==> src/hw/sbus_regs_pkg.sv <==
// package: codes, status layout, reset values for the s-bus register set
// assumes one cpu clock; field codes arrive already decoded as enums
package sbus_regs_pkg;
  // s-bus read sources
  typedef enum logic [3:0] {
    SRC_NONE, SRC_OCC, SRC_CSB, SRC_DFL, SRC_SMT, SRC_DAB, SRC_MRK,
    SRC_SP2, SRC_SP3, SRC_FETCH, SRC_RPT, SRC_STAT
  } sbus_src_e;
  // store destinations
  typedef enum logic [3:0] {
    DST_NONE, DST_PUSH, DST_CSB, DST_DFL, DST_SMT, DST_DAB, DST_MRK,
    DST_SP2, DST_SP3, DST_FETCH, DST_RPT, DST_STAT
  } store_dst_e;
  // special codes
  typedef enum logic [3:0] {
    SPC_NONE, SPC_OCC_INC, SPC_OCC_DEC, SPC_POP, SPC_POPA, SPC_OCC_ZERO,
    SPC_RPT_INC, SPC_SET_CARRY, SPC_CLR_CARRY, SPC_SET_OVF, SPC_CLR_OVF,
    SPC_CC_GREATER, SPC_CC_LESS, SPC_CC_EQUAL, SPC_CC_ZERO_TEST
  } special_e;
  // function codes
  typedef enum logic [2:0] {
    FN_NONE, FN_ADD, FN_SUB, FN_INC, FN_MULT_STEP, FN_COUNT_DIVIDE,
    FN_LEFT_SHIFT, FN_RIGHT_SHIFT
  } function_e;
  typedef struct packed {
    sbus_src_e  src;
    store_dst_e dst;
    special_e   special;
    function_e  func;
    logic       advance_fetch;
  } micro_s;
  typedef struct packed {
    logic carry;
    logic overflow;
    logic zero;
    logic negative;
  } alu_flags_s;
  localparam int unsigned WORD_W = 16;
  localparam int unsigned OCC_W = 3;
  localparam int unsigned RPT_W = 6;
  localparam logic [2:0] OCC_MAX = 3'h4;
  localparam int unsigned ST_PRIV = 0;
  localparam int unsigned ST_EXT_INT = 1;
  localparam int unsigned ST_USER_TRAP = 2;
  localparam int unsigned ST_STACK_OP_B = 3;
  localparam int unsigned ST_OVF = 4;
  localparam int unsigned ST_CARRY = 5;
  localparam int unsigned ST_CC_LO = 6;
  localparam int unsigned ST_CC_HI = 7;
  localparam int unsigned ST_SEG_LO = 8;
  localparam logic [1:0] CC_GREATER = 2'h0;
  localparam logic [1:0] CC_LESS = 2'h1;
  localparam logic [1:0] CC_EQUAL = 2'h2;
  localparam logic [7:0] STATUS_LOW_RESET = 8'h00;
  localparam logic [15:0] WORD_RESET = 16'h0000;
  localparam logic [5:0] RPT_ALL_ONES = 6'h3f;
endpackage
==> src/hw/sbus_register_file.sv <==
// s-bus side register set of a 16-bit stack cpu datapath
// assumes the microinstruction decoder presents one decoded micro word
// per cycle and the cycle ends on the rising clk_i edge
//
// Overview of operation
// - three-bit count of valid top-of-stack registers
// - count read on bus, changed by stack codes
// - count two means only two registers valid
// - code segment base readable and store loadable
// - data floor readable and store loadable
// - stack memory top zero-four below top
// - data area base readable and store loadable
// - stack marker readable and store loadable
// - scratch two general temporary, read and written
// - scratch three shifts left, serial in/out
// - advance fetch encodes module, copies fetch address
// - fetch address increments, readable, store loadable
// - repeat count loaded negated, counts up, all-ones test
// - halt entry saves occupancy count into repeat count
// - cpu reset clears status low byte only
// - status bit 0 privileged mode
// - bits 1,2 enable interrupts and user traps
// - bit 3 stack op pending, 4 overflow, 5 carry
// - bits 6,7 condition code, 11 not used
// - bits 8-15 segment number, whole word read/store
// - arithmetic and special codes update flags
// - pre-adder adds displacement to index
// - left operand latch loads r-bus, shifts left
// - right operand latch loads s-bus, shifts right
`timescale 1ns/1ns
`default_nettype none
module sbus_register_file (
  // clock and reset
  input wire logic clk_i,
  input wire logic reset_n_i,
  // decoded microinstruction
  input wire sbus_regs_pkg::micro_s micro_i,
  input wire logic halt_entry_i,
  // data paths
  input wire logic [15:0] u_bus_i,
  input wire logic [15:0] r_bus_i,
  input wire logic load_r_latch_i,
  input wire logic load_s_latch_i,
  input wire logic fetch_increment_i,
  input wire logic sp3_serial_i,
  input wire sbus_regs_pkg::alu_flags_s alu_flags_i,
  // pre-adder operands
  input wire logic [15:0] index_i,
  input wire logic [15:0] displacement_i,
  // outputs
  output logic [15:0] s_bus_o,
  output logic [15:0] left_operand_o,
  output logic [15:0] right_operand_o,
  output logic [15:0] fetch_address_output_buffer_o,
  output logic [2:0] fetch_module_o,
  output logic [15:0] pre_adder_o,
  output logic [2:0] tos_in_use_count_o,
  output logic [1:0] tos_valid_lower_o,
  output logic counter_maximum_test_o,
  output logic sp3_serial_o,
  output logic [15:0] cpu_status_word_o
);
  ////////////////////////////////////////////////////////////////////////
  logic [2:0] tos_in_use_count_r;
  logic [15:0] code_segment_base_r;
  logic [15:0] data_floor_r;
  logic [15:0] stack_memory_top_r;
  logic [15:0] data_area_base_r;
  logic [15:0] stack_marker_r;
  logic [15:0] scratch_two_r;
  logic [15:0] scratch_three_shifter_r;
  logic [15:0] instruction_fetch_address_r;
  logic [5:0] repeat_count_r;
  logic [7:0] status_low_r;
  logic [7:0] status_high_r;
  logic [15:0] sbus_nxt;
  logic [7:0] status_low_nxt;
  logic [15:0] status_word;
  logic sp3_shift;

  assign status_word = {status_high_r, status_low_r};
  assign sp3_shift = (micro_i.func == sbus_regs_pkg::FN_MULT_STEP) ||
                     (micro_i.func == sbus_regs_pkg::FN_COUNT_DIVIDE) ||
                     (micro_i.func == sbus_regs_pkg::FN_RIGHT_SHIFT);

  // memory module number from fetch address bits 0,1,2,14,15; the module
  // map is a plain interleave here, real boards strap it
  function automatic logic [2:0] module_of(input logic [15:0] a);
    module_of = a[2:0] ^ {1'b0, a[15:14]};
  endfunction

  ////////////////////////////////////////////////////////////////////////
  // s-bus read mux
  always_comb begin
    case (micro_i.src)
      sbus_regs_pkg::SRC_OCC: sbus_nxt = {13'h0000, tos_in_use_count_r};
      sbus_regs_pkg::SRC_CSB: sbus_nxt = code_segment_base_r;
      sbus_regs_pkg::SRC_DFL: sbus_nxt = data_floor_r;
      sbus_regs_pkg::SRC_SMT: sbus_nxt = stack_memory_top_r;
      sbus_regs_pkg::SRC_DAB: sbus_nxt = data_area_base_r;
      sbus_regs_pkg::SRC_MRK: sbus_nxt = stack_marker_r;
      sbus_regs_pkg::SRC_SP2: sbus_nxt = scratch_two_r;
      sbus_regs_pkg::SRC_SP3: sbus_nxt = scratch_three_shifter_r;
      sbus_regs_pkg::SRC_FETCH: sbus_nxt = instruction_fetch_address_r;
      sbus_regs_pkg::SRC_RPT: sbus_nxt = {10'h000, repeat_count_r};
      sbus_regs_pkg::SRC_STAT: sbus_nxt = status_word;
      default: sbus_nxt = sbus_regs_pkg::WORD_RESET;
    endcase
  end

  always_ff @(posedge clk_i or negedge reset_n_i) begin
    if (!reset_n_i) begin
      s_bus_o <= sbus_regs_pkg::WORD_RESET;
    end else begin
      s_bus_o <= sbus_nxt;
    end
  end

  ////////////////////////////////////////////////////////////////////////
  // occupancy counter, saturating at four and zero
  always_ff @(posedge clk_i or negedge reset_n_i) begin
    if (!reset_n_i) begin
      tos_in_use_count_r <= 3'h0;
    end else begin
      case (micro_i.special)
        sbus_regs_pkg::SPC_OCC_INC, sbus_regs_pkg::SPC_POPA: begin
          // pop-a reloads a register from memory, adding one in use
          if (tos_in_use_count_r != sbus_regs_pkg::OCC_MAX) begin
            tos_in_use_count_r <= tos_in_use_count_r + 3'h1;
          end
        end
        sbus_regs_pkg::SPC_OCC_DEC, sbus_regs_pkg::SPC_POP: begin
          if (tos_in_use_count_r != 3'h0) begin
            tos_in_use_count_r <= tos_in_use_count_r - 3'h1;
          end
        end
        sbus_regs_pkg::SPC_OCC_ZERO: tos_in_use_count_r <= 3'h0;
        default: begin
          if (micro_i.dst == sbus_regs_pkg::DST_PUSH &&
              tos_in_use_count_r != sbus_regs_pkg::OCC_MAX) begin
            tos_in_use_count_r <= tos_in_use_count_r + 3'h1;
          end
        end
      endcase
    end
  end

  // deeper two registers valid only when the count reaches them
  always_ff @(posedge clk_i or negedge reset_n_i) begin
    if (!reset_n_i) begin
      tos_in_use_count_o <= 3'h0;
      tos_valid_lower_o <= 2'h0;
    end else begin
      tos_in_use_count_o <= tos_in_use_count_r;
      tos_valid_lower_o <= {tos_in_use_count_r > 3'h3,
                            tos_in_use_count_r > 3'h2};
    end
  end

  ////////////////////////////////////////////////////////////////////////
  // pointer and scratch registers, loaded from the u-bus
  always_ff @(posedge clk_i or negedge reset_n_i) begin
    if (!reset_n_i) begin
      code_segment_base_r <= sbus_regs_pkg::WORD_RESET;
      data_floor_r <= sbus_regs_pkg::WORD_RESET;
      stack_memory_top_r <= sbus_regs_pkg::WORD_RESET;
      data_area_base_r <= sbus_regs_pkg::WORD_RESET;
      stack_marker_r <= sbus_regs_pkg::WORD_RESET;
      scratch_two_r <= sbus_regs_pkg::WORD_RESET;
    end else begin
      case (micro_i.dst)
        sbus_regs_pkg::DST_CSB: code_segment_base_r <= u_bus_i;
        sbus_regs_pkg::DST_DFL: data_floor_r <= u_bus_i;
        sbus_regs_pkg::DST_SMT: stack_memory_top_r <= u_bus_i;
        sbus_regs_pkg::DST_DAB: data_area_base_r <= u_bus_i;
        sbus_regs_pkg::DST_MRK: stack_marker_r <= u_bus_i;
        sbus_regs_pkg::DST_SP2: scratch_two_r <= u_bus_i;
        default: ;
      endcase
    end
  end

  // store wins over shift if microcode asks for both
  always_ff @(posedge clk_i or negedge reset_n_i) begin
    if (!reset_n_i) begin
      scratch_three_shifter_r <= sbus_regs_pkg::WORD_RESET;
    end else if (micro_i.dst == sbus_regs_pkg::DST_SP3) begin
      scratch_three_shifter_r <= u_bus_i;
    end else if (sp3_shift) begin
      scratch_three_shifter_r <= {scratch_three_shifter_r[14:0],
                                  sp3_serial_i};
    end
  end

  // serial out follows bit 15, the bit that each shift pushes out
  always_ff @(posedge clk_i or negedge reset_n_i) begin
    if (!reset_n_i) begin
      sp3_serial_o <= 1'b0;
    end else begin
      sp3_serial_o <= scratch_three_shifter_r[15];
    end
  end

  ////////////////////////////////////////////////////////////////////////
  // fetch address: store beats increment
  always_ff @(posedge clk_i or negedge reset_n_i) begin
    if (!reset_n_i) begin
      instruction_fetch_address_r <= sbus_regs_pkg::WORD_RESET;
    end else if (micro_i.dst == sbus_regs_pkg::DST_FETCH) begin
      instruction_fetch_address_r <= u_bus_i;
    end else if (fetch_increment_i) begin
      instruction_fetch_address_r <= instruction_fetch_address_r + 16'h0001;
    end
  end

  always_ff @(posedge clk_i or negedge reset_n_i) begin
    if (!reset_n_i) begin
      fetch_address_output_buffer_o <= sbus_regs_pkg::WORD_RESET;
      fetch_module_o <= 3'h0;
    end else if (micro_i.advance_fetch) begin
      fetch_address_output_buffer_o <= instruction_fetch_address_r;
      fetch_module_o <= module_of(instruction_fetch_address_r);
    end
  end

  ////////////////////////////////////////////////////////////////////////
  // repeat counter; halt capture has priority over microcode
  always_ff @(posedge clk_i or negedge reset_n_i) begin
    if (!reset_n_i) begin
      repeat_count_r <= 6'h00;
    end else if (halt_entry_i) begin
      repeat_count_r <= {3'h0, tos_in_use_count_r};
    end else if (micro_i.dst == sbus_regs_pkg::DST_RPT) begin
      repeat_count_r <= u_bus_i[5:0];
    end else if (micro_i.special == sbus_regs_pkg::SPC_RPT_INC) begin
      repeat_count_r <= repeat_count_r + 6'h01;
    end
  end

  always_ff @(posedge clk_i or negedge reset_n_i) begin
    if (!reset_n_i) begin
      counter_maximum_test_o <= 1'b0;
    end else begin
      counter_maximum_test_o <=
        (repeat_count_r == sbus_regs_pkg::RPT_ALL_ONES);
    end
  end

  ////////////////////////////////////////////////////////////////////////
  // status word low byte: store first, then function, then special codes
  always_comb begin
    status_low_nxt = status_low_r;
    if (micro_i.dst == sbus_regs_pkg::DST_STAT) begin
      status_low_nxt = u_bus_i[7:0];
    end
    case (micro_i.func)
      sbus_regs_pkg::FN_ADD, sbus_regs_pkg::FN_SUB, sbus_regs_pkg::FN_INC:
      begin
        status_low_nxt[sbus_regs_pkg::ST_CARRY] = alu_flags_i.carry;
        status_low_nxt[sbus_regs_pkg::ST_OVF] = alu_flags_i.overflow;
        status_low_nxt[sbus_regs_pkg::ST_CC_HI:sbus_regs_pkg::ST_CC_LO] =
          alu_flags_i.zero ? sbus_regs_pkg::CC_EQUAL :
          alu_flags_i.negative ? sbus_regs_pkg::CC_LESS :
          sbus_regs_pkg::CC_GREATER;
      end
      default: ;
    endcase
    case (micro_i.special)
      sbus_regs_pkg::SPC_SET_CARRY:
        status_low_nxt[sbus_regs_pkg::ST_CARRY] = 1'b1;
      sbus_regs_pkg::SPC_CLR_CARRY:
        status_low_nxt[sbus_regs_pkg::ST_CARRY] = 1'b0;
      sbus_regs_pkg::SPC_SET_OVF:
        status_low_nxt[sbus_regs_pkg::ST_OVF] = 1'b1;
      sbus_regs_pkg::SPC_CLR_OVF:
        status_low_nxt[sbus_regs_pkg::ST_OVF] = 1'b0;
      sbus_regs_pkg::SPC_CC_GREATER:
        status_low_nxt[7:6] = sbus_regs_pkg::CC_GREATER;
      sbus_regs_pkg::SPC_CC_LESS:
        status_low_nxt[7:6] = sbus_regs_pkg::CC_LESS;
      sbus_regs_pkg::SPC_CC_EQUAL:
        status_low_nxt[7:6] = sbus_regs_pkg::CC_EQUAL;
      sbus_regs_pkg::SPC_CC_ZERO_TEST:
        status_low_nxt[7:6] = alu_flags_i.zero ? sbus_regs_pkg::CC_EQUAL :
                              sbus_regs_pkg::CC_GREATER;
      default: ;
    endcase
  end

  // only the low byte sees cpu reset
  always_ff @(posedge clk_i or negedge reset_n_i) begin
    if (!reset_n_i) begin
      status_low_r <= sbus_regs_pkg::STATUS_LOW_RESET;
    end else begin
      status_low_r <= status_low_nxt;
    end
  end

  // no reset: the segment number survives cpu reset
  always_ff @(posedge clk_i) begin
    if (micro_i.dst == sbus_regs_pkg::DST_STAT) begin
      status_high_r <= u_bus_i[15:8];
    end
  end

  always_ff @(posedge clk_i or negedge reset_n_i) begin
    if (!reset_n_i) begin
      cpu_status_word_o <= sbus_regs_pkg::WORD_RESET;
    end else begin
      cpu_status_word_o <= status_word;
    end
  end

  ////////////////////////////////////////////////////////////////////////
  // operand latches and pre-adder
  always_ff @(posedge clk_i or negedge reset_n_i) begin
    if (!reset_n_i) begin
      left_operand_o <= sbus_regs_pkg::WORD_RESET;
    end else if (micro_i.func == sbus_regs_pkg::FN_LEFT_SHIFT) begin
      left_operand_o <= {left_operand_o[14:0], 1'b0};
    end else if (load_r_latch_i) begin
      left_operand_o <= r_bus_i;
    end
  end

  always_ff @(posedge clk_i or negedge reset_n_i) begin
    if (!reset_n_i) begin
      right_operand_o <= sbus_regs_pkg::WORD_RESET;
    end else if (micro_i.func == sbus_regs_pkg::FN_RIGHT_SHIFT) begin
      right_operand_o <= {1'b0, right_operand_o[15:1]};
    end else if (load_s_latch_i) begin
      right_operand_o <= s_bus_o;
    end
  end

  always_ff @(posedge clk_i or negedge reset_n_i) begin
    if (!reset_n_i) begin
      pre_adder_o <= sbus_regs_pkg::WORD_RESET;
    end else begin
      pre_adder_o <= index_i + displacement_i;
    end
  end

  ////////////////////////////////////////////////////////////////////////
  a_halt_capture: assert property (@(posedge clk_i) disable iff (!reset_n_i)
    halt_entry_i |=> repeat_count_r == {3'h0, $past(tos_in_use_count_r)})
    else $error("halt did not save occupancy");
  a_occ_bound: assert property (@(posedge clk_i) disable iff (!reset_n_i)
    tos_in_use_count_r <= sbus_regs_pkg::OCC_MAX)
    else $error("occupancy above four");
  a_occ_zero: assert property (@(posedge clk_i) disable iff (!reset_n_i)
    micro_i.special == sbus_regs_pkg::SPC_OCC_ZERO |=>
      tos_in_use_count_r == 3'h0)
    else $error("zeroing code failed");
  a_ctr_max: assert property (@(posedge clk_i) disable iff (!reset_n_i)
    repeat_count_r == sbus_regs_pkg::RPT_ALL_ONES |=> counter_maximum_test_o)
    else $error("counter maximum missed");
  a_fetch_copy: assert property (@(posedge clk_i) disable iff (!reset_n_i)
    micro_i.advance_fetch |=>
      fetch_address_output_buffer_o == $past(instruction_fetch_address_r))
    else $error("fetch buffer not loaded");
  a_fetch_inc: assert property (@(posedge clk_i) disable iff (!reset_n_i)
    fetch_increment_i && micro_i.dst != sbus_regs_pkg::DST_FETCH |=>
      instruction_fetch_address_r ==
        $past(instruction_fetch_address_r) + 16'h0001)
    else $error("fetch address not incremented");
  a_sp3_shift: assert property (@(posedge clk_i) disable iff (!reset_n_i)
    sp3_shift && micro_i.dst != sbus_regs_pkg::DST_SP3 |=>
      scratch_three_shifter_r[0] == $past(sp3_serial_i))
    else $error("sp3 serial input lost");
  a_hold_dab: assert property (@(posedge clk_i) disable iff (!reset_n_i)
    micro_i.dst != sbus_regs_pkg::DST_DAB |=> $stable(data_area_base_r))
    else $error("data base changed unselected");
  a_preadd_sum: assert property (@(posedge clk_i) disable iff (!reset_n_i)
    ##1 pre_adder_o == $past(index_i) + $past(displacement_i))
    else $error("pre-adder sum wrong");
endmodule // sbus_register_file
`default_nettype wire

==> config.mk <==
export PLATFORM = sky130hd
export DESIGN_NAME = sbus_register_file
export DESIGN_NICKNAME = d
export VERILOG_FILES = /design/src/hw/sbus_regs_pkg.sv /design/src/hw/sbus_register_file.sv
export SDC_FILE = /design/constraint.sdc
export NUM_CORES = 1
export LEC_CHECK = 0
export ABC_AREA = 1
export BUFFER_PORTS_ARGS = -buffer_cell sky130_fd_sc_hd__buf_2
export CAP_MARGIN = 5
export CORE_MARGIN = 2
export CORE_UTILIZATION = 50
export CTS_BUF_LIST = sky130_fd_sc_hd__clkbuf_4 sky130_fd_sc_hd__clkbuf_8 sky130_fd_sc_hd__clkbuf_16
export DETAILED_ROUTE_END_ITERATION = 10
export MAX_ROUTING_LAYER = met4
export PLACE_DENSITY = 0.78
export SETUP_SLACK_MARGIN = 0.2
export SYNTH_ARGS = -nofsm -noshare
export SYNTH_HDL_FRONTEND = slang
export SYNTH_SLANG_ARGS = --single-unit
==> constraint.sdc <==
create_clock -name clk_i -period 3.7 [get_ports clk_i]
set_input_delay 0.185 -clock clk_i [delete_from_list [all_inputs] [get_ports clk_i]]
set_output_delay 0.185 -clock clk_i [all_outputs]
set_load 0.1 [all_outputs]
==> impl_metrics.json, run 1 <==
{
  "met2_usage_pct": 41.6,
  "seq_area_um2": 6500,
  "row_count": 56,
  "yosysTopAreaCellShare_pct": 51.8,
  "grt_max_degree": 119,
  "grt-busiest-layer": "met2",
  "synth.distinct_cells": 40,
  "path_class": "input pin to register",
  "ant_nets": 0,
  "cts_tree": "built",
  "setup_viol": 0,
  "vias_per_cell": 5.58,
  "ys_seq_area_share_pct": 53.8,
  "rsz0062_at_grt": "false",
  "synth_top_cell_by_area": "dfrtp_1",
  "instances_no_fill": 1969,
  "htree_levels": 1,
  "slowest_delay_ps": 770,
  "grtUsageMet3_pct": 4.51,
  "wl_mm": 34.2,
  "root_buffer": "clkbuf_16",
  "ys_seq_elements": 258,
  "ios": 197,
  "dieWidth_um": 159,
  "ctsResizeCount": 0,
  "max_slew_margin_pct": 20.6,
  "worst_pin_slew_ps": 1190,
  "area_growth_pct": 21.1,
  "globalRouteTotalUtil_pct": 27.6,
  "synth_area_leaders": "dfrtp_1, nand2_1, o21ai_0",
  "place_hpwl_mm": 23.0,
  "ys_warn_count": 0,
  "dp_cells": 1875,
  "cp-start-kind": "input pin",
  "synth_fp_nets": 1519,
  "slowest_stage": "nand2_1",
  "grt_pass1_vias": 10500,
  "min_period_over_period_pct": 48.4,
  "tns_ps": 0,
  "ys.flop_type": "dfrtp_1",
  "drtIter0Drc": 1279,
  "numClockSinks": 258,
  "layout.nets": 1740,
  "run_status": "completed",
  "syn-cell-area_um2": 12100,
  "cp.required_ps": 4120,
  "p_per_area_nw_per_um2": 653,
  "power_leakage_uw": 0.00744,
  "cts_made_buffers": 27,
  "nFillCells": 1953,
  "utilization_pct": 61.9,
  "peakVddDrop_mv": 0.611,
  "initial_core_util_pct": 51.1,
  "grt-ovfl-total": 0,
  "slew_violations": 0,
  "crit_buf_inv": 2,
  "grt_pass1_wl_mm": 55.4,
  "design.core.area_um2": 23600,
  "portBuffers": 196,
  "layout-drive-gt1-share_pct": 16.8,
  "routedWlPerCell_um": 17.4,
  "clock_tree.buffer_depth": 3,
  "postSynthAreaPerCell_um2": 8.57,
  "cap_violations": 0,
  "hold_viol_final": 0,
  "cp_top_family": "simple AND/OR/NAND/NOR gates",
  "cts.reportedPaths.clkPinSlew_ps": 60,
  "globalplace.congestion": 0.902,
  "clock_latency_ps": 540,
  "grtUsageMet1_pct": 38.8,
  "layout_min_cycle_time_ps": 1790,
  "fmax_mhz": 559,
  "die_h_um": 159,
  "route.detailed.drc": 0,
  "multi_input_area_um2": 4700,
  "endpoint_kind": "register",
  "critical_path.cell_chain": "buf_2 > nand3_1 > nand2_1 > nor2_1 > a31oi_1 > inv_1",
  "dr.pass1.iters": 7,
  "worstPathArrival_ps": 2210,
  "dieArea_um2": 25400,
  "antenna_found_initial": 0,
  "path_max_fanout": 33,
  "min_path_type": "input pin to register",
  "diodes": 0,
  "syn_inst": 1409,
  "fin_skew_ps": 13.4,
  "cts_setup_buffers": 0,
  "synth_edf_count": 8,
  "synth_async_sr_flop_share_pct": 96.9,
  "num_vias": 11000
}
layout by cell type, fill, tap and decap left out, types with 3 or more instances in the layout:
| cell | Yosys | layout |
|---|---|---|
| ha_1 | 17 | 17 |
| dlygate4sd3_1 | 0 | 45 |
| o221ai_1 | 32 | 32 |
| nand2_4 | 4 | 4 |
| nor2_2 | 9 | 9 |
| a31oi_1 | 4 | 4 |
| nor2_1 | 58 | 58 |
| nor2_4 | 3 | 3 |
| o21bai_1 | 5 | 5 |
| clkbuf_16 | 0 | 27 |
| nand2_1 | 364 | 364 |
| buf_2 | 16 | 195 |
| inv_1 | 151 | 151 |
| nand4_1 | 12 | 12 |
| dfrtp_1 | 250 | 250 |
| xor2_1 | 13 | 13 |
| inv_2 | 5 | 5 |
| o21ai_0 | 167 | 167 |
| clkinv_2 | 0 | 3 |
| nand3_1 | 129 | 129 |
| o22ai_1 | 23 | 23 |
| a21oi_1 | 56 | 56 |
| nor3_1 | 10 | 10 |
| o211ai_1 | 5 | 5 |
| clkbuf_8 | 0 | 10 |
| clkbuf_4 | 0 | 6 |
| nand3b_1 | 6 | 6 |
| edfxtp_1 | 8 | 8 |
| xnor2_1 | 3 | 3 |
| o21ai_1 | 5 | 5 |
| buf_4 | 10 | 4 |
| nand2_2 | 4 | 4 |
per-layer routing:
layer	up-vias	share of wire (%)	routed length, µm
li1	5130	-	-
met1	5220	44	15100
met2	550	45	15300
met3	86	8.5	2910
met4	0	2.6	885
met5	-	0	0
final cells by class:
cell class              instances  share of cell area (%)
flip-flops and latches        258                    44.4
multi-input cells             940                    32.2
repair buffers                246                    10.2
clock buffers                  43                    5.87
inverters                     157                    4.03
well taps                     319                    2.73
clock inverters                 6                   0.573
Yosys cell counts, drive strengths merged, types with 2 or more instances:
cell,n
fa,2
nand3,130
nor3,10
a31oi,4
nand2,372
xor2,13
nor2,70
buf,30
clkbuf,24
nand4,12
o21bai,5
o211ai,5
o221ai,32
a21oi,56
o21ai,173
nand3b,6
inv,156
xnor2,3
edfxtp,8
ha,17
dfrtp,250
o22ai,23
worst paths after layout:
| path | from | to | slack, ps | cells past startpoint |
|---|---|---|---|---|
| max in group asynchronous | reset_n_i | code_segment_base_r[9] | 2280 | 3 |
| min reg2reg | status_high_r[0] | cpu_status_word_o[8] | 380 | 0 |
| max reg2reg | instruction_fetch_address_r[0] | instruction_fetch_address_r[8] | 2080 | 6 |
| min in group asynchronous | reset_n_i | left_operand_o[0] | 300 | 2 |
| max | micro_i[3] | right_operand_o[15] | 1910 | 6 |
| min | u_bus_i[7] | scratch_three_shifter_r[7] | 20 | 3 |
power breakdown:
| part | switching (µW) | leakage, µW | internal (µW) |
|---|---|---|---|
| logic | 2400 | 0.00376 | 593 |
| clock network | 1110 | 0.000477 | 1720 |
| registers | 361 | 0.00320 | 3360 |
worst min-delay path, cell delays in order:
cell and delay (ps):
buf_2 120, o21ai_0 90, o22ai_1 110
kinds of logic (layout without fill, tap and decap cells):
group | Yosys count | in the layout | synth area share [%]
adders and majority gates | 19 | 19 | 2.09
xor gates and xnor gates | 16 | 16 | 1.16
AOI/OAI and AO/OA | 304 | 304 | 14.3
and+or+nand+nor | 601 | 601 | 21.4
DFF | 258 | 258 | 53.8
buffers and inverters | 211 | 452 | 7.28
sequential cells by signal (all words and copies together), names as in the netlist, 2 cells and up:
signal,cells
scratch_two_r,16
stack_marker_r,16
status_low_r,8
left_operand_o,16
fetch_module_o,2
tos_valid_lower_o,2
pre_adder_o,16
fetch_address_output_buffer_o,16
stack_memory_top_r,16
status_high_r,8
data_floor_r,16
instruction_fetch_address_r,16
data_area_base_r,16
tos_in_use_count_r,3
right_operand_o,16
s_bus_o,16
repeat_count_r,6
tos_in_use_count_o,3
scratch_three_shifter_r,16
cpu_status_word_o,16
code_segment_base_r,16
through the flow:
step / hold WS [ps] / worst slack, ps / area, µm² / total power (µW)
3_5_place_dp: 340 / 1430 / 13200 / 6680
4_1_cts: 5.98 / 1970 / 14600 / 9550
3_3_place_gp: 330 / 1520 / 13200 / 6610
2_1_floorplan: -111 / 2180 / 12100 / 6010
6_report: 20.1 / 1910 / 14600 / 9550
5_1_grt: 24.3 / 1660 / 14600 / 9950
what timing repair did:
| action | 4_1_cts | 5_1_grt |
|---|---|---|
| hold buffers | 45 | 0 |
| hold endpoints to repair | 168 | 0 |
| endpoints found under the setup margin | 0 | 0 |
Power figures use the tool's default switching activity.
==> inputs of run 2 (changes only) <==
Clock period 3.7 ns to 1.9 ns, I/O delays scaled along.
==> impl_metrics.json, run 2 (synthesis results as in run 1) <==
{
  "ant_nets": 0,
  "routedWlPerCell_um": 17.1,
  "reg2reg_depth": 6,
  "max_slew_margin_pct": 52.9,
  "globalplace.congestion": 0.922,
  "tns_ps": 0,
  "pwr-share-clk_pct": 28.8,
  "num_vias": 11200,
  "cp-start-kind": "input pin",
  "row_count": 56,
  "layout-drive-gt1-share_pct": 17.5,
  "grt-ovfl-total": 0,
  "layout.nets": 1776,
  "dp_cells": 1892,
  "design.core.area_um2": 23600,
  "hold_slack_ps": 21.1,
  "route.detailed.drc": 0,
  "worstPathArrival_ps": 2050,
  "crit_end": "pre_adder_o[1]",
  "min_period_over_period_pct": 83.8,
  "intPower_uw": 11000,
  "cts_made_buffers": 27,
  "path_max_fanout": 2,
  "cp.required_ps": 2360,
  "vias_per_cell": 5.58,
  "p_seq_share_pct": 39.2,
  "nFillCells": 1955,
  "min_path_type": "input pin to register",
  "path_class": "input pin to register",
  "cts_setup_buffers": 0,
  "cts.reportedPaths.clkPinSlew_ps": 60,
  "dieArea_um2": 25400,
  "swShare_pct": 40.6,
  "cap_violations": 0,
  "power.switching_uw": 7510,
  "critical_path.startpoint": "displacement_i[0]",
  "endpoint_kind": "register",
  "grt_max_degree": 63,
  "power_leakage_uw": 0.00758,
  "dieWidth_um": 159,
  "portBuffers": 196,
  "area_growth_pct": 23.5,
  "rrSetupSlack_ps": 400,
  "setup_viol": 0,
  "layout_min_cycle_time_ps": 1590,
  "worst_pin_slew_ps": 705,
  "reg2reg_from": "instruction_fetch_address_r[0]",
  "initial_core_util_pct": 51.1,
  "clock_tree.buffer_depth": 3,
  "die_h_um": 159,
  "place_ws_ps": 324,
  "instances_no_fill": 2002,
  "ios": 197,
  "globalRouteTotalUtil_pct": 27.9,
  "timing.final.ws_setup_ps": 309,
  "fin_skew_ps": 8.96,
  "p_per_area_nw_per_um2": 1240,
  "fmax_mhz": 628,
  "r2r_end": "instruction_fetch_address_r[8]",
  "root_buffer": "clkbuf_16",
  "grt_pass1_vias": 10900,
  "dr.pass1.iters": 5,
  "slew_violations": 0,
  "htree_levels": 1,
  "utilization_pct": 63.2,
  "diodes": 0,
  "grt_pass1_wl_mm": 56.3,
  "final_common_cell": "nand2_1",
  "hold_viol_final": 0,
  "peakVddDrop_mv": 1.09,
  "numClockSinks": 258,
  "place_hpwl_mm": 23.2,
  "power.combinational.fraction_pct": 32.0,
  "run_status": "completed",
  "rsz0062_at_grt": "false",
  "wl_mm": 34.3,
  "drtIter0Drc": 1106,
  "antenna_found_initial": 0,
  "clock_latency_ps": 520,
  "cts_tree": "built",
  "final_cell_mix": "nand2_1, dfrtp_1, buf_2"
}
run 2: cell types whose count changed in the layout (fill, tap and decap cells not counted), moves of 2 or more:
cell and delta:
dlygate4sd3_1 +19, clkbuf_8 -3, buf_4 +17, clkinv_2 +2
run 2: worst min path at each step:
stage                            start                      to  cells past startpoint
floorplan                    reset_n_i  code_segment_base_r[0]                      0
global placement             reset_n_i       left_operand_o[0]                      1
detailed placement           reset_n_i       left_operand_o[0]                      1
CTS                 displacement_i[14]         pre_adder_o[14]                      4
global route        displacement_i[14]         pre_adder_o[14]                      4
finish              displacement_i[14]         pre_adder_o[14]                      4
run 2: per-layer routing:
layer	vias to the layer above	track usage, %	wire length [µm]
li1	5192	-	-
met1	5338	37.2	14600
met2	584	43.5	15700
met3	63	5.76	3230
met4	0	7.64	729
met5	-	-	0
run 2: what timing repair did:
| action | 4_1_cts | 5_1_grt |
|---|---|---|
| hold buffers | 65 | 0 |
| endpoints found under the hold margin | 204 | 0 |
| resized for setup | 0 | 6 |
| endpoints found under the setup margin | 0 | 4 |
run 2: final cells by class:
cell class | instances | area, µm² | share of cell area [%]
sequential | 258 | 6500 | 43.5
clock inverter | 7 | 85.1 | 0.570
inverter | 157 | 593 | 3.98
multi-input combinational | 940 | 4710 | 31.6
timing repair buffer | 282 | 1820 | 12.2
clock buffer | 39 | 810 | 5.43
tap | 319 | 399 | 2.68
run 2: metrics by stage:
| step | instance area (µm²) | total power (µW) |
|---|---|---|
| floorplan | 12100 | 11700 |
| finish | 14900 | 18500 |
| detailed placement | 13400 | 13000 |
| CTS | 14900 | 18500 |
| global placement | 13400 | 12900 |
| global route | 14900 | 19300 |
run 2: critical path, stage by stage:
cell and delay, ps:
dlygate4sd3_1 550, buf_2 130, ha_1 200, fa_2 530
dlygate4sd3_1 540
run 2: power by group through the flow:
stage	combinational, µW	sequential (µW)	clock (µW)
global placement	5650	7270	0
global route	6300	7360	5600
finish	5920	7240	5320
detailed placement	5740	7300	0
CTS	5880	7210	5370
floorplan	1670	10000	0
